<file path="src/design/adcc_map.vh">
`ifndef ADCC_MAP_VH
`define ADCC_MAP_VH
// register word offsets (byte address = 4 * index)
`define ADCC_IDX_CSC        2'h0
`define ADCC_IDX_RES_HI     2'h1
`define ADCC_IDX_RES_LO     2'h2
`define ADCC_IDX_CLK        2'h3
// status/control fields
`define ADCC_CSC_DONE       7
`define ADCC_CSC_IRQEN      6
`define ADCC_CSC_CONT       5
`define ADCC_CH_MSB         4
`define ADCC_CH_OFF         5'h1f
`define ADCC_CSC_RESET      8'h1f
// clock register fields
`define ADCC_CLK_LSMP       4
`define ADCC_CLK_MODE_MSB   3
`define ADCC_CLK_MODE_LSB   2
`define ADCC_CLK_RESET      8'h00
`define ADCC_MODE_10BIT     2'h1
// channel codes
`define ADCC_CH_EXT_MAX     5'h05
`define ADCC_CH_BANDGAP     5'h1a
`define ADCC_CH_VREFH       5'h1d
`define ADCC_CH_VREFL       5'h1e
// sample lengths in conversion clocks
`define ADCC_SAMPLE_SHORT   5'h04
`define ADCC_SAMPLE_LONG    5'h18
`endif

</file>
<file path="src/design/adcc_core.v">
`timescale 1ns/1ps
`include "adcc_map.vh"
module adcc_core #(
    parameter CLK_DIV = 8'h08
) (
    // clock and reset
    input  wire        clk_sys,
    input  wire        rst_n,
    // avalon-mm slave
    input  wire [3:0]  avs_address,
    input  wire        avs_read,
    input  wire        avs_write,
    input  wire [31:0] avs_writedata,
    input  wire [3:0]  avs_byteenable,
    output reg  [31:0] avs_readdata,
    output wire        avs_waitrequest,
    // system integration
    input  wire        stop_mode,
    input  wire        debug_break,
    input  wire        break_clear_enable,
    // analog front end
    input  wire        cmp_in,
    output reg  [4:0]  analog_channel,
    output reg         analog_power,
    output reg         pad_isolate,
    output reg  [9:0]  dac_code,
    // interrupt request
    output reg         conversion_irq
);
    // ************************************************************
    // registers
    // ************************************************************
    reg        conversion_done_flag_reg;
    reg        conversion_irq_enable_reg;
    reg        continuous_conversion_bit_reg;
    reg  [4:0] channel_select_field_reg;
    reg  [7:0] converter_clock_register_reg;
    reg  [9:0] result_reg;
    reg        hi_lock_reg;
    reg        ack_reg;
    reg        halted_reg;
    reg  [7:0] div_reg;
    reg        tick_reg;
    reg        stop_d_reg;

    wire       busy;
    wire       done;
    wire [9:0] code;
    wire       mode_10bit;
    wire       ch_off;
    wire       start;
    wire       abort;
    wire       sel_csc;
    wire       sel_hi;
    wire       sel_lo;
    wire       sel_clk;
    wire       wr_csc;
    wire       wr_clk;
    wire       rd_hi;
    wire       rd_lo;
    wire       may_clear;
    wire       stop_rise;

    // one-cycle answer: wait while the access is not yet acknowledged
    assign avs_waitrequest = (avs_read | avs_write) & ~ack_reg;

    // decode on the accepting cycle only so each access acts once
    assign sel_csc = (avs_address[3:2] == `ADCC_IDX_CSC);
    assign sel_hi  = (avs_address[3:2] == `ADCC_IDX_RES_HI);
    assign sel_lo  = (avs_address[3:2] == `ADCC_IDX_RES_LO);
    assign sel_clk = (avs_address[3:2] == `ADCC_IDX_CLK);
    assign wr_csc  = ack_reg & avs_write & sel_csc & avs_byteenable[0];
    assign wr_clk  = ack_reg & avs_write & sel_clk & avs_byteenable[0];
    assign rd_hi   = ack_reg & avs_read & sel_hi;
    assign rd_lo   = ack_reg & avs_read & sel_lo;

    // status clears only outside a break, or in a break when enabled
    assign may_clear = ~debug_break | break_clear_enable;

    assign mode_10bit = (converter_clock_register_reg[`ADCC_CLK_MODE_MSB:`ADCC_CLK_MODE_LSB]
                         == `ADCC_MODE_10BIT);
    assign ch_off     = (avs_writedata[`ADCC_CH_MSB:0] == `ADCC_CH_OFF);
    assign stop_rise  = stop_mode & ~stop_d_reg;

    // any control write aborts; it restarts unless channel is off
    assign start = wr_csc & ~ch_off;
    // continuous halts on clock write, stop entry or off-write
    assign abort = wr_csc | wr_clk | (stop_rise & ~halted_reg);

    // ************************************************************
    // bus handshake
    // ************************************************************
    always @(posedge clk_sys)
    begin
        if (!rst_n)
            ack_reg <= 1'b0;
        else
            ack_reg <= (avs_read | avs_write) & ~ack_reg;
    end

    // read mux; unmapped bits read zero
    always @(posedge clk_sys)
    begin
        if (!rst_n)
            avs_readdata <= 32'h0000_0000;
        else if (avs_read & ~ack_reg)
        begin
            case (avs_address[3:2])
                `ADCC_IDX_CSC:    avs_readdata <= {24'h000000, conversion_done_flag_reg,
                                                   conversion_irq_enable_reg, continuous_conversion_bit_reg,
                                                   channel_select_field_reg};
                `ADCC_IDX_RES_HI: avs_readdata <= mode_10bit ? {30'h0, result_reg[9:8]}
                                                             : 32'h0000_0000;
                `ADCC_IDX_RES_LO: avs_readdata <= mode_10bit ? {24'h000000, result_reg[7:0]}
                                                             : {24'h000000, result_reg[9:2]};
                `ADCC_IDX_CLK:    avs_readdata <= {24'h000000, converter_clock_register_reg};
                default:          avs_readdata <= 32'h0000_0000;
            endcase
        end
    end

    // ************************************************************
    // control and status
    // ************************************************************
    always @(posedge clk_sys)
    begin
        if (!rst_n)
        begin
            conversion_irq_enable_reg     <= 1'b0;
            continuous_conversion_bit_reg <= 1'b0;
            channel_select_field_reg      <= `ADCC_CH_OFF;
            converter_clock_register_reg  <= `ADCC_CLK_RESET;
            halted_reg                    <= 1'b0;
            stop_d_reg                    <= 1'b0;
        end
        else
        begin
            stop_d_reg <= stop_mode;
            if (wr_csc)
            begin
                conversion_irq_enable_reg     <= avs_writedata[`ADCC_CSC_IRQEN];
                continuous_conversion_bit_reg <= avs_writedata[`ADCC_CSC_CONT];
                channel_select_field_reg      <= avs_writedata[`ADCC_CH_MSB:0];
                halted_reg                    <= 1'b0;
            end
            else if (stop_rise | wr_clk)
                halted_reg <= 1'b1;
            if (wr_clk)
                converter_clock_register_reg <= avs_writedata[7:0];
        end
    end

    // done flag: set beats clear; clears held in protected break
    always @(posedge clk_sys)
    begin
        if (!rst_n)
            conversion_done_flag_reg <= 1'b0;
        else if (done & ~hi_lock_reg)
            conversion_done_flag_reg <= 1'b1;
        else if ((wr_csc | rd_lo) & may_clear)
            conversion_done_flag_reg <= 1'b0;
    end

    // irq: raised per conversion when enabled, cleared on result read
    always @(posedge clk_sys)
    begin
        if (!rst_n)
            conversion_irq <= 1'b0;
        else if (done & ~hi_lock_reg & conversion_irq_enable_reg)
            conversion_irq <= 1'b1;
        else if ((wr_csc | rd_lo | rd_hi) & may_clear)
            conversion_irq <= 1'b0;
    end

    // high-byte read lock: second step (low read) frees it
    always @(posedge clk_sys)
    begin
        if (!rst_n)
            hi_lock_reg <= 1'b0;
        else if (rd_lo & may_clear)
            hi_lock_reg <= 1'b0;
        else if (rd_hi & mode_10bit & may_clear)
            hi_lock_reg <= 1'b1;
    end

    // result latch; a locked result drops the new conversion
    always @(posedge clk_sys)
    begin
        if (!rst_n)
            result_reg <= 10'h000;
        else if (done & ~hi_lock_reg)
            result_reg <= code;
    end

    // ************************************************************
    // conversion clock and restart
    // ************************************************************
    // conversion clock is an enable pulse; bus clock must not lag it
    always @(posedge clk_sys)
    begin
        if (!rst_n)
        begin
            div_reg  <= 8'h00;
            tick_reg <= 1'b0;
        end
        else
        begin
            tick_reg <= (div_reg == 8'h00);
            div_reg  <= (div_reg == 8'h00) ? (CLK_DIV - 8'h01) : (div_reg - 8'h01);
        end
    end

    // next sample in continuous mode starts right after done
    wire cont_restart = done & continuous_conversion_bit_reg & ~halted_reg &
                        (channel_select_field_reg != `ADCC_CH_OFF) & ~wr_csc & ~wr_clk;

    adcc_sar_seq #(
        .BITS        (10)
    ) u_seq (
        .clk_sys     (clk_sys),
        .rst_n       (rst_n),
        .tick        (tick_reg),
        .start       (start | cont_restart),
        .abort       (abort),
        .long_sample (converter_clock_register_reg[`ADCC_CLK_LSMP]),
        .cmp_in      (cmp_in),
        .busy_reg    (busy),
        .done_reg    (done),
        .code_reg    (code)
    );

    // ************************************************************
    // analog front end; no hardware trigger input exists
    // ************************************************************
    always @(posedge clk_sys)
    begin
        if (!rst_n)
        begin
            analog_channel <= `ADCC_CH_OFF;
            analog_power   <= 1'b0;
            pad_isolate    <= 1'b1;
            dac_code       <= 10'h000;
        end
        else
        begin
            analog_channel <= channel_select_field_reg;
            analog_power   <= busy;
            pad_isolate    <= (channel_select_field_reg == `ADCC_CH_OFF);
            dac_code       <= code;
        end
    end
endmodule // adcc_core

</file>
<file path="src/design/adcc_sar_seq.v">
`timescale 1ns/1ps
// ************************************************************
// successive-approximation sequencer
// ************************************************************
module adcc_sar_seq #(
    parameter BITS = 10
) (
    // clock and reset
    input  wire            clk_sys,
    input  wire            rst_n,
    // control
    input  wire            tick,
    input  wire            start,
    input  wire            abort,
    input  wire            long_sample,
    input  wire            cmp_in,
    // results
    output reg             busy_reg,
    output reg             done_reg,
    output reg  [BITS-1:0] code_reg
);
    localparam S_IDLE   = 2'h0;
    localparam S_SAMPLE = 2'h1;
    localparam S_CONV   = 2'h2;

    reg [1:0]      state_reg;
    reg [4:0]      cnt_reg;
    reg [BITS-1:0] trial_reg;

    // sequencer; start wins over abort since a write restarts
    always @(posedge clk_sys)
    begin
        done_reg <= 1'b0;
        if (!rst_n)
        begin
            state_reg <= S_IDLE;
            busy_reg  <= 1'b0;
            cnt_reg   <= 5'h00;
            trial_reg <= {BITS{1'b0}};
            code_reg  <= {BITS{1'b0}};
        end
        else if (start)
        begin
            state_reg <= S_SAMPLE;
            busy_reg  <= 1'b1;
            cnt_reg   <= long_sample ? `ADCC_SAMPLE_LONG : `ADCC_SAMPLE_SHORT;
            trial_reg <= {1'b1, {(BITS-1){1'b0}}};
            // code holds the live trial, so no result of an earlier run leaks in
            code_reg  <= {1'b1, {(BITS-1){1'b0}}};
        end
        else if (abort)
        begin
            state_reg <= S_IDLE;
            busy_reg  <= 1'b0;
        end
        else if (tick)
        begin
            case (state_reg)
                S_SAMPLE:
                begin
                    if (cnt_reg == 5'h00)
                        state_reg <= S_CONV;
                    else
                        cnt_reg <= cnt_reg - 5'h01;
                end
                S_CONV:
                begin
                    // drop the trial bit when the input sits below it, then try the next
                    if (trial_reg == {{(BITS-1){1'b0}}, 1'b1})
                    begin
                        code_reg  <= cmp_in ? code_reg : (code_reg & ~trial_reg);
                        state_reg <= S_IDLE;
                        busy_reg  <= 1'b0;
                        done_reg  <= 1'b1;
                    end
                    else
                    begin
                        code_reg  <= (cmp_in ? code_reg : (code_reg & ~trial_reg)) | (trial_reg >> 1);
                        trial_reg <= trial_reg >> 1;
                    end
                end
                default: state_reg <= S_IDLE;
            endcase
        end
    end
endmodule // adcc_sar_seq

</file>
<file path="config.mk">
export PLATFORM = sky130hd
export DESIGN_NAME = adcc_core
export DESIGN_NICKNAME = d
export VERILOG_FILES = /design/src/design/adcc_core.v /design/src/design/adcc_sar_seq.v
export VERILOG_INCLUDE_DIRS = /design/src /design/src/design
export SDC_FILE = /design/constraint.sdc
export NUM_CORES = 1
export LEC_CHECK = 0
export BUFFER_PORTS_ARGS = -buffer_cell sky130_fd_sc_hd__buf_2
export CAP_MARGIN = 5
export CORE_MARGIN = 3
export CORE_UTILIZATION = 35
export DETAILED_ROUTE_END_ITERATION = 10
export GPL_TIMING_DRIVEN = 0
export PLACE_DENSITY = 0.59
export SLEW_MARGIN = 10
export SYNTH_ARGS = -nofsm -noshare
export SYNTH_HDL_FRONTEND = slang
export SYNTH_SLANG_ARGS = --single-unit
</file>
<file path="constraint.sdc">
create_clock -name clk_sys -period 1.65 [get_ports clk_sys]
set_input_delay 0.33 -clock clk_sys [delete_from_list [all_inputs] [get_ports clk_sys]]
set_output_delay 0.33 -clock clk_sys [all_outputs]
set_load 0.01 [all_outputs]
</file>
==> results by group <==
Synthesis
  – Synthesized area per cell: approximately 9 um2
  – Ys async rst share: 0
  – Number of unique standard cell types used by synthesis: 51
  – Seq/Total Area, Yosys: 0.4772
  – Synth warn: 0
  – Synth Register Bits: 94
  – Main flop type after synthesis: dfxtp_1
  – EDFF count, synth: 0
  – Syn Inst Count: 444
  – Mapped cell area: approximately 3900 um2

Placed design
  – DP Cell Count: 650
  – Post-DP HPWL: 6.710 mm
  – Placed inst area: ~4400 um2
  – Port bufs: 43
  – Routability cong.: 0.8287
  – Setup slack at placement: -0.2607 ns

STA
  – Min cycle time layout: 1.589 ns
  – Worst-Margin Slew: 0.5883 ns
  – Max-slew violations: 0
  – Final Worst Setup Slack: about 0.061 ns
  – Fin. Hold Viols: 0
  – Max frequency: 0.6294 GHz
  – Crit share post-route: 0.9630
  – Final setup fails: 0
  – Clk_skew: 0.007328 ns
  – Worst slew margin: 0.6078

Die
  – Core region area: between 10,000 and 15,000 um2
  – Die height: 112.2 um
  – # rows: 38
  – IO Pins: 99
  – DIE AREA: 12,580 um2
  – Starting Density: 0.3606
  – Die W: 112.2 um

Critical path
  – R2R setup slack: 0.06 ns
  – Slowest CP cell: or4_4
  – RR Startpoint: div_reg[2]
  – FF-to-FF End: tick_reg
  – CP Launch Point: div_reg[2]
  – Last element of the critical path: tick_reg
  – Max incr delay on CP: 0.56 ns
  – Critical path fanouts, max: 4
  – CP Data Required Time: between 1.5 and 2 ns
  – Arrival time worst endpoint: 1.87 ns
  – R2R cell count: 5
  – CP startpoint kind: flip-flop
  – CP Cell Sequence: or4_4 > nor2_2 > nand3b_1 > or2_2 > inv_1
  – Crit path capture type: flip-flop
  – Worst Path Buf+Inv: 1
  – Crit Path Class: reg2reg
  – Top delay family on crit path: simple AND/OR/NAND/NOR gates
  – Critical path depth in cells: 5

Finish
  – Proportion of layout cells with a drive suffix above 1: 0.2523
  – N_diodes: 0
  – Area added between synthesis and finish: 24.78%
  – Non-Filler Instances: 675
  – Fill cell count: 1,097
  – # nets final: 582
  – Post-route cell area: 4921 um2

CTS
  – Worst-path clk slew: about 0.060 ns
  – Clock buffer depth: 2
  – Hold buffers post-CTS: 0
  – Worst-Skew Late Latency: 0.34 ns
  – CTS H-tree lvls: 3
  – CTS root buf: clkbuf_16
  – TritonCTS Sinks: 94
  – CTS Buf Count: 9
  – TritonCTS clock tree: done

Drt
  – Router iterations before antenna repair: 4
  – Via-per-instance ratio: 4.773
  – Via count: 3,222
  – Routed wire per std cell: 14.04 um
  – Drt total wl: 9.476 mm
  – DRT antenna net count: 0
  – Initial drt markers: around 240
  – DRC violations left: 0

Pwr
  – Peak supply drop: 572.6 uV
  – Leak pwr: between 2 and 2.5 nW
  – Pwr/cell area: around 1100 nW/um2

Run status
  – Status: finished, final reports clean

Global routing
  – Global-route wire length before repair: 15.58 mm
  – M3 GR Usage: 0.03127
  – Initial antenna violation count: 0
  – Vias in the first global route: 3,149
  – Largest net degree at the start of global routing: 18
  – Most used routing layer: met2
  – GR Overflow Total: 0
  – Gr usage total: 0.1524
  – Met1 Resource Use GR: 0.1982
  – Met2 Track Usage GR: 0.2527

Job
  – Max-cap violations: 0

Min path
  – Hold Path Class: in2reg
  – Hold path startpoint: stop_mode
## cell usage after synthesis (2+ instances only)
master | number | area, um2
a21oi_1 | 46 | 230.2
a221oi_1 | 6 | 52.55
and2_1 | 15 | 93.84
and3_1 | 3 | 18.77
buf_2 | 3 | 15.01
buf_4 | 24 | 180.2
buf_6 | 5 | 56.30
clkbuf_1 | 10 | 37.54
dfxtp_1 | 94 | 1882
ha_1 | 4 | 50.05
inv_1 | 20 | 75.07
mux2i_1 | 15 | 150.1
nand2_1 | 68 | 255.2
nand2b_1 | 11 | 68.82
nand3_1 | 9 | 45.04
nand3b_1 | 3 | 22.52
nand4_1 | 3 | 18.77
nor2_1 | 25 | 93.84
nor2b_1 | 2 | 12.51
nor3_1 | 9 | 45.04
nor3b_1 | 2 | 15.01
nor4_1 | 2 | 12.51
o211a_1 | 6 | 60.06
o211ai_1 | 5 | 37.54
o21ai_0 | 20 | 100.1
xnor2_1 | 4 | 35.03
xor2_1 | 6 | 52.55
## cell usage in the layout (no fill, tap or decap), types with 4 or more instances in the layout
| master | netlist | final |
|---|---|---|
| dfxtp_1 | 94 | 89 |
| nand2_1 | 68 | 68 |
| buf_2 | 3 | 46 |
| a21oi_1 | 46 | 44 |
| buf_4 | 24 | 32 |
| nor2_1 | 25 | 24 |
| conb_1 | 1 | 24 |
| inv_1 | 20 | 19 |
| and2_1 | 15 | 15 |
| mux2i_1 | 15 | 15 |
| nand2b_1 | 11 | 10 |
| o21ai_1 | 0 | 10 |
| o21ai_0 | 20 | 10 |
| nand3_1 | 9 | 9 |
| clkbuf_16 | 0 | 9 |
| clkbuf_1 | 10 | 8 |
| nor3_1 | 9 | 7 |
| buf_6 | 5 | 6 |
| xor2_1 | 6 | 6 |
| o211a_1 | 6 | 6 |
| o211ai_1 | 5 | 5 |
| a221oi_1 | 6 | 5 |
| xnor2_1 | 4 | 4 |
| inv_6 | 0 | 4 |
| dfxtp_2 | 0 | 4 |
## layout make-up
type                            count  area, um2  share of cell area
Tap cell                          140      175.2             0.03560
Clock inverter                      7      77.57             0.01576
Multi-Input combinational cell    308       1847              0.3753
Sequential cell                    94       1891              0.3842
Clock buffer                        9      225.2             0.04577
Inverter                           21      78.83             0.01602
Buffer                             42      297.8             0.06051
Timing Repair Buffer               54      329.1             0.06687
## timing repair
item	4_1_cts	5_1_grt
buffers inserted	7	3
pin swaps	3	13
gates resized for setup	5	40
gates cloned	1	0
setup endpoints to repair	27	34
## how the worst min path moves through the flow
stage | end | slack, ns | depth (start not counted)
6_report | stop_d_reg | 0.24 | 2
5_1_grt | stop_d_reg | 0.24 | 2
4_1_cts | stop_d_reg | 0.22 | 2
3_5_place_dp | result_reg[1] | 0.46 | 2
3_3_place_gp | result_reg[1] | 0.45 | 2
2_1_floorplan | analog_power | 0.43 | 1
## through the flow
step | utilization | hold WS (ns) | TNS, ns | power (mW)
final | 0.4500 | 0.2359 | 0 | 5.235
after global routing | 0.4500 | 0.2430 | -0.07789 | 5.451
after CTS | 0.4413 | 0.2244 | 0 | 5.205
after detailed placement | 0.4042 | 0.4611 | -11.40 | 3.080
after global placement | 0.4042 | 0.4504 | -10.90 | 3.062
after floorplan | - | 0.4301 | 0 | 2.928
## cell families (layout without fill, tap and decap cells)
logic type,count (synthesis),in the layout,share of synthesized area
fa+ha+maj,4,4,0.01269
buf+inv,65,133,0.09739
compound gates,93,93,0.1510
flops,94,94,0.4772
mux,15,15,0.03807
other cells,1,24,0.0009509
xor+xnor,11,11,0.02633
simple gates,161,161,0.1964
## routing by layer
metal / vias to the layer above / wire length (um)
met5: - / 0
met4: 0 / 124
met3: 9 / 459
met2: 76 / 4599
met1: 1516 / 4292
li1: 1621 / -
## where the power goes
| group | switching, mW | internal [mW] | total [mW] |
|---|---|---|---|
| logic | 0.356 | 0.304 | 0.659 |
| clock network | 0.928 | 1.19 | 2.12 |
| registers | 0.0875 | 2.37 | 2.45 |
No activity file was read; power rests on OpenSTA's default activity.
